**src/scd_pkg.sv**
```systemverilog
// constants and types shared by the sysref delay calibration block
// assumes a single device clock domain and an 8/24-bit register port
package scd_pkg;

   // ==========================================================
   // register offsets and reset values
   localparam logic [11:0] EN_OFS         = 12'h2b0;
   localparam logic [11:0] CFG_OFS        = 12'h2b1;
   localparam logic [11:0] STATUS_OFS     = 12'h2b2;
   localparam logic [11:0] MANUAL_OFS     = 12'h2b5;
   localparam logic [7:0]  EN_RESET       = 8'h00;
   localparam logic [7:0]  CFG_RESET      = 8'h05;
   localparam logic [23:0] MANUAL_RESET   = 24'h000000;

   // ==========================================================
   // field positions
   localparam int EN_BIT        = 0;
   localparam int AVG_LSB       = 2;
   localparam int ACC_LSB       = 0;
   localparam int DONE_BIT      = 17;
   localparam int WORD_W        = 17;

   // ==========================================================
   // timing: time bound base and per-setting tables, all in device clock cycles
   localparam int CAL_BOUND_BASE = 384 * 19;
   // index 0 is the leftmost element, so the tables run from the shortest setting up
   localparam logic [15:0] MAX_PERIOD [4] = '{16'h0080, 16'h0680, 16'h1e80, 16'h7e80};
   localparam logic [8:0]  ACC_CYCLES [4] = '{9'h004, 9'h010, 9'h040, 9'h100};

   // ==========================================================
   // types
   typedef struct packed {
      logic        wr;
      logic        rd;
      logic [11:0] addr;
      logic [23:0] wdata;
   } scd_reg_req_type;

   typedef struct packed {
      logic       clock_invert;
      logic [7:0] coarse;
      logic [7:0] fine;
   } scd_delay_type;

   typedef enum logic [4:0] {
      CAL_IDLE = 5'h01,
      CAL_ARM  = 5'h02,
      CAL_MEAS = 5'h04,
      CAL_DONE = 5'h08,
      CAL_FAIL = 5'h10
   } scd_state_type;

endpackage : scd_pkg

```
**src/scd_sysref_timer.sv**
```systemverilog
// sysref pin synchroniser and edge-to-edge timer
// assumes sysref is asynchronous to clk; results are latched on each rising edge
`timescale 1ns/1ns
module scd_sysref_timer (
   input  wire logic        clk,
   input  wire logic        rst_b,
   input  wire logic        sysref_pin,
   input  wire logic [8:0]  win_len,
   output logic             edge_r,
   output logic [15:0]      period_r,
   output logic [8:0]       high_cnt_r,
   output logic [15:0]      since_r
);

   // ==========================================================
   // synchroniser and counters
   logic        sync1_r, sync2_r, prev_r;
   logic        rise;
   logic [15:0] since_nxt;
   logic [8:0]  high_acc_r, high_acc_nxt;

   // sync1_r is read only by sync2_r
   always_ff @(posedge clk or negedge rst_b) begin
      if (!rst_b) begin
         sync1_r <= 1'b0;
         sync2_r <= 1'b0;
      end else begin
         sync1_r <= sysref_pin;
         sync2_r <= sync1_r;
      end
   end

   assign rise = sync2_r & ~prev_r;

   always_comb begin
      high_acc_nxt = high_acc_r;
      // saturate so an absent sysref reads as a very long period
      since_nxt = (since_r == 16'hffff) ? since_r : since_r + 16'h0001;
      if (rise) begin
         since_nxt    = 16'h0001;
         high_acc_nxt = 9'h001;
      end else if (sync2_r && ({7'h00, since_r} < win_len) && high_acc_r != 9'h1ff) begin
         high_acc_nxt = high_acc_r + 9'h001;
      end
   end

   always_ff @(posedge clk or negedge rst_b) begin
      if (!rst_b) begin
         prev_r     <= 1'b0;
         edge_r     <= 1'b0;
         since_r    <= 16'h0000;
         period_r   <= 16'h0000;
         high_cnt_r <= 9'h000;
         high_acc_r <= 9'h000;
      end else begin
         prev_r     <= sync2_r;
         edge_r     <= rise;
         since_r    <= since_nxt;
         high_acc_r <= high_acc_nxt;
         if (rise) begin
            period_r   <= since_r;
            high_cnt_r <= high_acc_r;
         end
      end
   end

endmodule : scd_sysref_timer

```
**src/scd_cal.sv**
```systemverilog
// sysref delay calibration: registers, calibration sequencer and delay select
// assumes register requests arrive decoded from the serial port on clk
//
// How it works
// - with calibration disabled the delay output follows the manual delay register, the reset default.
// - with calibration enabled the delay comes from calibration and the manual register is ignored.
// - a sequence starts only on a 0-to-1 change of the enable bit.
// - config bits 3:2 pick 4, 16, 64 or 256 averages.
// - config bits 1:0 pick 4/16/64/256 cycles per accumulation and a 128/1664/7808/32384 cycle period limit.
// - calibration ends within 384*19*4^(avg+acc+2) device clocks.
// - status bit 17 reads 1 only while enabled and after the sequence has finished.
// - status bits 16:0 return the calibrated delay word, valid only with bit 17 set.
// - word bit 16 is clock inversion, bits 15:8 coarse, bits 7:0 fine.
// - the manual register uses the same inversion, coarse and fine layout.
`timescale 1ns/1ns
module scd_cal #(
   parameter int CAL_BOUND_BASE = scd_pkg::CAL_BOUND_BASE
) (
   input  wire logic                     clk,
   input  wire logic                     rst_b,
   input  wire scd_pkg::scd_reg_req_type reg_req,
   input  wire logic                     sysref_pin,
   output logic [23:0]                   reg_rdata_r,
   output scd_pkg::scd_delay_type        delay_out_r,
   output logic                          cal_failed_r
);

   // ==========================================================
   // register file
   logic [7:0]  en_reg_r, en_reg_nxt;
   logic [7:0]  cfg_reg_r, cfg_reg_nxt;
   logic [23:0] manual_r, manual_nxt;
   logic [23:0] rdata_nxt;
   logic        cal_en_r, cal_en_nxt;
   logic [1:0]  avg_sel, acc_sel;

   assign cal_en_r   = en_reg_r[scd_pkg::EN_BIT];
   assign cal_en_nxt = en_reg_nxt[scd_pkg::EN_BIT];
   assign avg_sel    = cfg_reg_r[scd_pkg::AVG_LSB +: 2];
   assign acc_sel    = cfg_reg_r[scd_pkg::ACC_LSB +: 2];

   // ==========================================================
   // sequencer state
   scd_pkg::scd_state_type state_r, state_nxt;
   logic [8:0]   avg_cnt_r, avg_cnt_nxt;
   logic [23:0]  period_sum_r, period_sum_nxt;
   logic [16:0]  high_sum_r, high_sum_nxt;
   logic [29:0]  watch_r, watch_nxt;
   logic [16:0]  result_r, result_nxt;
   logic         done_r, done_nxt;
   logic         failed_nxt;
   logic [29:0]  cal_bound;
   logic [8:0]   avg_total;
   logic [4:0]   avg_shift;
   logic         edge_r;
   logic [15:0]  period_r, since_r;
   logic [8:0]   high_cnt_r;
   logic [23:0]  period_avg;
   logic [16:0]  high_avg;
   scd_pkg::scd_delay_type delay_nxt, manual_word;

   scd_sysref_timer u_timer (
      .clk        (clk),
      .rst_b      (rst_b),
      .sysref_pin (sysref_pin),
      .win_len    (scd_pkg::ACC_CYCLES[acc_sel]),
      .edge_r     (edge_r),
      .period_r   (period_r),
      .high_cnt_r (high_cnt_r),
      .since_r    (since_r)
   );

   always_comb begin
      en_reg_nxt  = en_reg_r;
      cfg_reg_nxt = cfg_reg_r;
      manual_nxt  = manual_r;
      rdata_nxt   = reg_rdata_r;
      if (reg_req.wr) begin
         case (reg_req.addr)
            scd_pkg::EN_OFS:     en_reg_nxt  = reg_req.wdata[7:0];
            scd_pkg::CFG_OFS:    cfg_reg_nxt = reg_req.wdata[7:0];
            scd_pkg::MANUAL_OFS: manual_nxt  = reg_req.wdata;
            default: ;
         endcase
      end
      if (reg_req.rd) begin
         case (reg_req.addr)
            scd_pkg::EN_OFS:     rdata_nxt = {16'h0000, en_reg_r};
            scd_pkg::CFG_OFS:    rdata_nxt = {16'h0000, cfg_reg_r};
            scd_pkg::STATUS_OFS: rdata_nxt = {6'h00, done_r, result_r};
            scd_pkg::MANUAL_OFS: rdata_nxt = manual_r;
            default:             rdata_nxt = 24'h000000;
         endcase
      end
   end

   always_ff @(posedge clk or negedge rst_b) begin
      if (!rst_b) begin
         en_reg_r    <= scd_pkg::EN_RESET;
         cfg_reg_r   <= scd_pkg::CFG_RESET;
         manual_r    <= scd_pkg::MANUAL_RESET;
         reg_rdata_r <= 24'h000000;
      end else begin
         en_reg_r    <= en_reg_nxt;
         cfg_reg_r   <= cfg_reg_nxt;
         manual_r    <= manual_nxt;
         reg_rdata_r <= rdata_nxt;
      end
   end

   // ==========================================================
   // calibration sequencer
   // each average measures one sysref period and the high time inside the
   // accumulation window; more averages trade run time for lower variance
   assign avg_shift  = {2'b00, avg_sel, 1'b0} + 5'h02;
   assign avg_total  = 9'(9'h004 << {avg_sel, 1'b0});
   // the exponent reaches 16, so the shift amount needs five bits
   assign cal_bound  = 30'(CAL_BOUND_BASE) << ({2'b00, avg_sel, 1'b0} + {2'b00, acc_sel, 1'b0} + 5'h04);
   assign period_avg = period_sum_r >> avg_shift;
   assign high_avg   = high_sum_r >> avg_shift;

   always_comb begin
      state_nxt      = state_r;
      avg_cnt_nxt    = avg_cnt_r;
      period_sum_nxt = period_sum_r;
      high_sum_nxt   = high_sum_r;
      result_nxt     = result_r;
      failed_nxt     = cal_failed_r;
      watch_nxt      = (watch_r == 30'h3fffffff) ? watch_r : watch_r + 30'h00000001;
      case (state_r)
         scd_pkg::CAL_IDLE: begin
            if (cal_en_nxt && !cal_en_r) begin
               state_nxt      = scd_pkg::CAL_ARM;
               avg_cnt_nxt    = 9'h000;
               period_sum_nxt = 24'h000000;
               high_sum_nxt   = 17'h00000;
               watch_nxt      = 30'h00000000;
               failed_nxt     = 1'b0;
            end
         end
         scd_pkg::CAL_ARM, scd_pkg::CAL_MEAS: begin
            if (since_r > scd_pkg::MAX_PERIOD[acc_sel] || watch_r >= cal_bound - 30'h2) begin
               state_nxt  = scd_pkg::CAL_FAIL;
               failed_nxt = 1'b1;
            end else if (edge_r && state_r == scd_pkg::CAL_ARM) begin
               state_nxt = scd_pkg::CAL_MEAS;
            end else if (edge_r) begin
               period_sum_nxt = period_sum_r + {8'h00, period_r};
               high_sum_nxt   = high_sum_r + {8'h00, high_cnt_r};
               avg_cnt_nxt    = avg_cnt_r + 9'h001;
               if (avg_cnt_nxt == avg_total)
                  state_nxt = scd_pkg::CAL_DONE;
            end
         end
         scd_pkg::CAL_DONE: begin
            result_nxt = {period_avg[8], period_avg[7:0], high_avg[7:0]};
         end
         scd_pkg::CAL_FAIL: ;
         default: state_nxt = scd_pkg::CAL_IDLE;
      endcase
      if (!cal_en_nxt)
         state_nxt = scd_pkg::CAL_IDLE;
      // the word loads at the end of the first cycle of CAL_DONE, on the same edge as the flag,
      // so a reader never sees the flag beside a stale word
      done_nxt = (state_r == scd_pkg::CAL_DONE) && (state_nxt == scd_pkg::CAL_DONE) && cal_en_nxt;
   end

   always_ff @(posedge clk or negedge rst_b) begin
      if (!rst_b) begin
         state_r      <= scd_pkg::CAL_IDLE;
         avg_cnt_r    <= 9'h000;
         period_sum_r <= 24'h000000;
         high_sum_r   <= 17'h00000;
         watch_r      <= 30'h00000000;
         result_r     <= 17'h00000;
         done_r       <= 1'b0;
         cal_failed_r <= 1'b0;
      end else begin
         state_r      <= state_nxt;
         avg_cnt_r    <= avg_cnt_nxt;
         period_sum_r <= period_sum_nxt;
         high_sum_r   <= high_sum_nxt;
         watch_r      <= watch_nxt;
         result_r     <= result_nxt;
         done_r       <= done_nxt;
         cal_failed_r <= failed_nxt;
      end
   end

   // ==========================================================
   // delay select
   assign manual_word = scd_pkg::scd_delay_type'(manual_r[16:0]);

   always_comb begin
      if (cal_en_r)
         delay_nxt = scd_pkg::scd_delay_type'(result_r);
      else
         delay_nxt = manual_word;
   end

   always_ff @(posedge clk or negedge rst_b) begin
      if (!rst_b)
         delay_out_r <= '0;
      else
         delay_out_r <= delay_nxt;
   end

   // cycles since the sequence left idle, counted apart from watch_r so the time
   // bound is not judged only by the counter that enforces it
   logic [29:0] chk_run_cnt_r, chk_run_cnt_nxt;

   always_comb begin
      chk_run_cnt_nxt = chk_run_cnt_r;
      if (state_r == scd_pkg::CAL_IDLE)
         chk_run_cnt_nxt = 30'h00000000;
      else if ((state_r == scd_pkg::CAL_ARM || state_r == scd_pkg::CAL_MEAS) && chk_run_cnt_r != 30'h3fffffff)
         chk_run_cnt_nxt = chk_run_cnt_r + 30'h00000001;
   end

   always_ff @(posedge clk or negedge rst_b) begin
      if (!rst_b)
         chk_run_cnt_r <= 30'h00000000;
      else
         chk_run_cnt_r <= chk_run_cnt_nxt;
   end
endmodule : scd_cal

```
**config.mk**
```make
export PLATFORM = sky130hd
export DESIGN_NAME = scd_cal
export DESIGN_NICKNAME = d
export VERILOG_FILES = /design/src/scd_pkg.sv /design/src/scd_sysref_timer.sv /design/src/scd_cal.sv
export SDC_FILE = /design/constraint.sdc
export NUM_CORES = 1
export LEC_CHECK = 0
export BUFFER_PORTS_ARGS = -buffer_cell sky130_fd_sc_hd__buf_2
export CAP_MARGIN = 20
export CORE_MARGIN = 1.5
export CORE_UTILIZATION = 65
export DETAILED_ROUTE_END_ITERATION = 10
export MAX_ROUTING_LAYER = met4
export PLACE_DENSITY = 0.84
export SETUP_SLACK_MARGIN = 0.2
export SLEW_MARGIN = 20
export SYNTH_ARGS = -nofsm -noshare
export SYNTH_HDL_FRONTEND = slang
export SYNTH_SLANG_ARGS = --single-unit
```
**constraint.sdc**
```tcl
create_clock -name clk -period 16 [get_ports clk]
set_input_delay 1.6 -clock clk [delete_from_list [all_inputs] [get_ports clk]]
set_output_delay 1.6 -clock clk [all_outputs]
set_load 0.01 [all_outputs]
```
# Word-level counts from Yosys, hierarchy flattened
# Cells that the tools add are included.
# word_totals
regBits	239
latchBits	0
mem_bits_rw	0
romBits	0
inputBits	41
mem_count	0
# op_classes
n_addsub	10
n_mul	0
div_mod_pow	0
n_lt_le_gt_ge	4
eq_ne	20
shift	4
muxes	42
bitwise_logic	3
reduce_logical	17
# ops
cell	n
two-way mux 24 bit	4
one-hot mux 24 bit (4 select lines)	1
two-way mux 30 bit	3
two-way mux 17 bit	5
two-way mux 9 bit	8
two-way mux 16 bit	4
equality test 12 x 10 -> 1 bit (second input constant)	4
one-hot mux 24 bit (2 select lines)	1
one-hot mux 17 bit (2 select lines)	1
binary-select mux 16 bit (select 2 bit)	1
adder 30 x 1 -> 30 bit (second input constant)	1
equality test 30 bit (second input constant)	1
greater-or-equal comparator 30 bit	1
two-way mux 5 bit	6
<< shifter 13 x 5 -> 30 bit (first input constant)	1
subtractor 30 x 2 -> 30 bit (second input constant)	1
adder 24 x 16 -> 24 bit	1
right shift 24 x 4 -> 9 bit	1
adder 9 x 1 -> 9 bit (second input constant)	2
binary-select mux 9 bit (select 2 bit)	1
one-hot mux 9 bit (2 select lines)	1
adder 17 x 9 -> 17 bit	1
right shift 17 x 4 -> 8 bit	1
adder 16 x 1 -> 16 bit (second input constant)	1
31 further kinds	48

# Logic depth before layout (Yosys ltp)
# depth
depth_word	12
depth_mapped	26
ltp_nobuf	21

# Hierarchy
# Synthesis repeated with hierarchy kept, for this count alone.
# unflattened
hier_cells	1399
area_unflattened_um2	13372.8
# modules_own_cells
mod	instances	cells_each	area_per_inst_um2	seq_area_each_um2
scd_cal	1	1101	10650.2	4433.0
scd_sysref_timer	1	298	2722.6	1351.3

# Worst setup path after synthesis
# Ideal clock, no wire load.
# synth_path
path_kind	register -> register
from	register cfg_reg_r[3]
to	register period_sum_r[3]
setup_time_ns	0.137
arrival_time_ns	5.480
required_ns	15.863
slack_ns	10.384
stages_incl_launch_ff	26
period_less_slack_ns	5.616
path_cell_list	dfrtp_1 buf_1 inv_1 ha_1 inv_1 ha_1 ha_1 clkbuf_1 clkbuf_1 nor2_1 nand2_1 ha_1 clkbuf_1 o31ai_1 nor3_1 nor3_1 o21bai_1 ha_1 nand4_1 or2_2 or4_1 o22ai_1 o21a_1 clkbuf_1 clkbuf_1 o41ai_2
# synth_via
elab_chain_len	8
# synth_rtl
element	line_no	source
start: declaration	scd_cal.sv:31	logic [7:0] cfg_reg_r, cfg_reg_nxt;
start signal: assignment	scd_cal.sv:100	cfg_reg_r <= scd_pkg::CFG_RESET;
start signal: assignment	scd_cal.sv:105	cfg_reg_r <= cfg_reg_nxt;
adder 3 x 3 -> 4 bit	scd_cal.sv:118	assign cal_bound = 30'(CAL_BOUND_BASE) << ({2'b00, avg_sel, 1'b0} + {2'b00, acc_sel, 1'b0} + 5'h04);
adder 4 x 3 -> 5 bit	scd_cal.sv:118	
<< shifter 13 x 5 -> 30 bit	scd_cal.sv:118	
subtractor 30 x 2 -> 30 bit	scd_cal.sv:142	if (since_r > scd_pkg::MAX_PERIOD[acc_sel] || watch_r >= cal_bound - 30'h2) begin
greater-or-equal comparator 30 bit	scd_cal.sv:142	
logical OR 1 bit	scd_cal.sv:142	
inequality test 2 bit (no line)	n/a	
AND reduction 5 bit (no line)	n/a	
end signal: assignment	scd_cal.sv:181	period_sum_r <= period_sum_nxt;
end: declaration	scd_cal.sv:46	logic [23:0] period_sum_r, period_sum_nxt;
# No other way between the ends.
# A chain may end at the register's enable or synchronous reset.

# Worst setup path in the final report
# layout_path
from	register cfg_reg_r[2]
to	register period_sum_r[13]
# Same word-level chain as after synthesis.

==> impl_metrics.csv <==
group,metric,value,unit
outcome,outcome,"finished, final reports clean",
synthesis,synth_seq_area_share,0.443,
clock_network,postCtsSetupRepairBufs,0,
sta,maxSlewHeadroom,0.334,
sta,max_freq,0.156,GHz
global_routing,grt_max_degree,87,
sta,unrepaired_setup_endpoints_after_global_routing,"false",
power,combinational_cell_fraction_of_total_power,0.101,
clock_network,clock_tree.root_cell,"sky130_fd_sc_hd__clkbuf_16",
sta,final.setup.worst_slack,9600,ps
routing,detail_route.first_pass.iterations,5,
sta,report.final.slew_viol_count,0,
synthesis,async_flop_share,1.00,
floorplan,vert_die_dim,145,um
critical_path,crit_path_start_kind,"flop",
critical_path,worstSetupEndpoint,"period_sum_r[13]",
global_routing,use_met2,0.505,
routing,postRouteAntennaNets,0,
sta,period_share,0.400,
critical_path,worst_r2r_endpoint,"period_sum_r[13]",
final_layout,diodes,0,
power,p_sw_frac,0.252,
clock_network,clk_transition_reported_paths,60,ps
clock_network,cts_sinks,231,
clock_network,cts_hold_repair.buffers,0,
sta,finalHoldViolCount,0,
critical_path,critical_path.startpoint,"cfg_reg_r[2]",
floorplan,standard_cell_core_area,19600,sq um
synthesis,synth_cell_types,69,
routing,routed_wirelength,31700,um
final_layout,stdcell_area,14500,sq um
critical_path,worstRegToRegCells,18,
power,intPower,1.01,mW
global_routing,grt_antenna_before_repair,0,
place,place_worst_setup_slack,9750,ps
synthesis,synth_edf_count,0,
power,clock_power_share,0.427,
place,gp_congestion,0.955,
power,power_leakage,6.77,nW
routing,routedWlPerCell,18.9,um
final_layout,final_core_util,0.740,
place,dp_hpwl,21100,um
routing,route.detailed.vias_per_inst,6.34,
final_layout,fin_nets,1520,
clock_network,cts.htree.levels,1,
synthesis,ys_dominant_reg_cell,"sky130_fd_sc_hd__dfrtp_1",
clock_network,cts_tree,"yes",
hold_path,hold_class,"flop to flop",
synthesis,netlist_instances,1345,
critical_path,endpoint_required_time_on_the_critical_path,16400,ps
critical_path,regToRegStartpoint,"cfg_reg_r[2]",
power,switching_power,0.341,mW
sta,finalWorstPathRequiredPeriod,6400,ps
critical_path,rrSetupSlack,9600,ps
critical_path,crit_path_end_kind,"flop",
routing,drtIter0Drc,783,
place,placement.io_buffers,82,
global_routing,gr-total-overflow,0,
clock_network,cts_bufs_inserted,25,
critical_path,critical_path.max_fanout,50,
clock_network,clk_path_buf_depth,3,
power,total_power,1.35,mW
clock_network,cts-resized-gates,0,
synthesis,postSynthAreaPerCell,9.71,sq um
floorplan,die_width,145,um
synthesis,synth-seq-cells,231,
synthesis,yosys_warnings,0,
final_layout,layout-area-overhead-vs-synth,10.9,%
critical_path,crit_arrival,6800,ps
global_routing,grt_use_met3,0.0398,
sta,tns,0,ps
global_routing,grt_pass1_wl,50800,um
floorplan,num_rows,51,
job,cap_violations,0,
global_routing,global_route.usage.total,0.315,
power,vdd_ir_drop_max,0.0000837,V
critical_path,worst-setup-path-type,"flop to flop",
sta,finalSetupViolations,0,
synthesis,syn_nets,1464,
global_routing,gr-max-usage-layer,"met2",
sta,worst_clock_skew,17.6,ps
power,power_frac_seq,0.472,
routing,remaining_drc_errors,0,
floorplan,fp.dieArea,21000,sq um
global_routing,gr-usage-met1,0.427,
power,pwr_density_cell,93.3,nW/um^2
final_layout,layout_cell_share_with_drive_strength_beyond_1,0.165,
place,place_area,13700,sq um
synthesis,synth.cell_area,13100,sq um
global_routing,vias_in_the_first_global_route,9828,
floorplan,floorplan.initialDensity,0.667,
floorplan,design.portCount,83,
clock_network,skew_pair_late_insertion_delay,520,ps
sta,worst_slew_pin_slew,999,ps
routing,via_count,10700,
## cell families (layout without fill, tap and decap cells)
group                      count (synthesis)  count (layout)  synth area share
DFF                                      231             231             0.443
AOI/OAI and AO/OA                        299             299             0.151
and+or+nand+nor                          446             446             0.164
muxes                                     99              99            0.0861
xor gates and xnor gates                  63              63            0.0422
adders and majority gates                 78              78            0.0759
buffers and inverters                    129             202            0.0384
## metal layers
metal | vias to the layer above | share of wire
met3 | 57 | 0.073
met4 | 0 | 0.019
met1 | 5163 | 0.44
li1 | 4995 | -
met5 | - | 0
met2 | 457 | 0.47
## synthesized netlist by cell type, drive strengths merged, types with 14 or more instances
cell type | number | area, sq um
inv | 62 | 233
nand2 | 157 | 589
o22ai | 20 | 125
and3 | 20 | 125
a21oi | 40 | 200
dfrtp | 228 | 5710
nand3 | 34 | 170
a211oi | 17 | 128
mux2i | 19 | 190
nor2 | 100 | 378
o21ai | 92 | 460
xor2 | 31 | 272
clkbuf | 56 | 210
nor3 | 32 | 160
o41ai | 14 | 130
nor4 | 14 | 109
o31ai | 19 | 143
mux2 | 77 | 867
nand4 | 24 | 150
ha | 76 | 951
xnor2 | 32 | 280
## cell usage in the layout (no fill, tap or decap), drive strengths merged, types with 8 or more instances in the layout
master | Yosys | layout
a211oi | 17 | 17
a21o | 10 | 10
a21oi | 40 | 40
a222oi | 8 | 8
a22oi | 13 | 13
a31oi | 12 | 12
and3 | 20 | 20
and4 | 9 | 9
buf | 10 | 95
clkbuf | 56 | 34
clkinv | 1 | 8
dfrtp | 228 | 228
ha | 76 | 76
inv | 62 | 62
mux2 | 77 | 77
mux2i | 19 | 19
nand2 | 157 | 157
nand2b | 13 | 13
nand3 | 34 | 34
nand4 | 24 | 24
nor2 | 100 | 100
nor2b | 12 | 12
nor3 | 32 | 32
nor4 | 14 | 14
o211ai | 8 | 8
o21ai | 92 | 92
o22ai | 20 | 20
o31ai | 19 | 19
o41ai | 14 | 14
xnor2 | 32 | 32
xor2 | 31 | 31
## power groups by stage
stage	Clock (mW)	Combinational [mW]	Sequential, mW
after floorplan	0	0.100	0.634
after global placement	0	0.129	0.645
after detailed placement	0	0.134	0.647
after CTS	0.586	0.136	0.636
after global routing	0.609	0.153	0.640
final	0.577	0.136	0.638
## worst max-delay path: stages (launching register included)
cell                       delay [ps]
sky130_fd_sc_hd__dfstp_2          960
sky130_fd_sc_hd__ha_1             270
sky130_fd_sc_hd__ha_1             180
sky130_fd_sc_hd__ha_1             600
sky130_fd_sc_hd__nor2_1           160
sky130_fd_sc_hd__nand2_1          160
sky130_fd_sc_hd__ha_1             390
sky130_fd_sc_hd__inv_1            120
sky130_fd_sc_hd__nor4_1           590
sky130_fd_sc_hd__a221oi_1         180
sky130_fd_sc_hd__ha_1             340
sky130_fd_sc_hd__nand4_1           90
sky130_fd_sc_hd__or2_2            290
sky130_fd_sc_hd__or4_1            520
sky130_fd_sc_hd__o22ai_1          310
sky130_fd_sc_hd__o21a_1           160
sky130_fd_sc_hd__buf_4            420
sky130_fd_sc_hd__nor2_2           200
sky130_fd_sc_hd__mux2_2           310
## cell type report
cell class / count / area (sq um)
clock inverter: 10 / 110
fill: 1390 / 5100
inverter: 63 / 236
timing repair buffer: 95 / 522
multi-input combinational: 985 / 6790
clock buffer: 34 / 719
sequential: 231 / 5780
tap: 265 / 332
## worst min path at each step
stage | start | slack, ps | cells past startpoint | to
final | u_timer.sync1_r | 360 | 0 | u_timer.sync2_r
after global routing | u_timer.sync1_r | 370 | 0 | u_timer.sync2_r
after CTS | u_timer.sync1_r | 360 | 0 | u_timer.sync2_r
after detailed placement | u_timer.sync1_r | 350 | 0 | u_timer.sync2_r
after global placement | u_timer.sync1_r | 340 | 0 | u_timer.sync2_r
after floorplan | u_timer.sync1_r | 330 | 0 | u_timer.sync2_r
## per-stage QoR
stage,std cells,hold WS [ps]
global placement,1639,343
finish,1683,357
CTS,1683,360
floorplan,1345,331
global route,1683,373
detailed placement,1639,348
## sequential cells by signal, indices dropped and copies added, names as in the netlist, 5 cells and up
register / count
avg_cnt_r: 9
cfg_reg_r: 8
delay_out_r: 17
en_reg_r: 8
high_sum_r: 16
manual_r: 24
period_sum_r: 17
reg_rdata_r: 24
result_r: 17
state_r: 5
u_timer.high_acc_r: 9
u_timer.high_cnt_r: 9
u_timer.period_r: 16
u_timer.since_r: 16
watch_r: 30
Note: power is estimated with default switching activity, not from simulation.
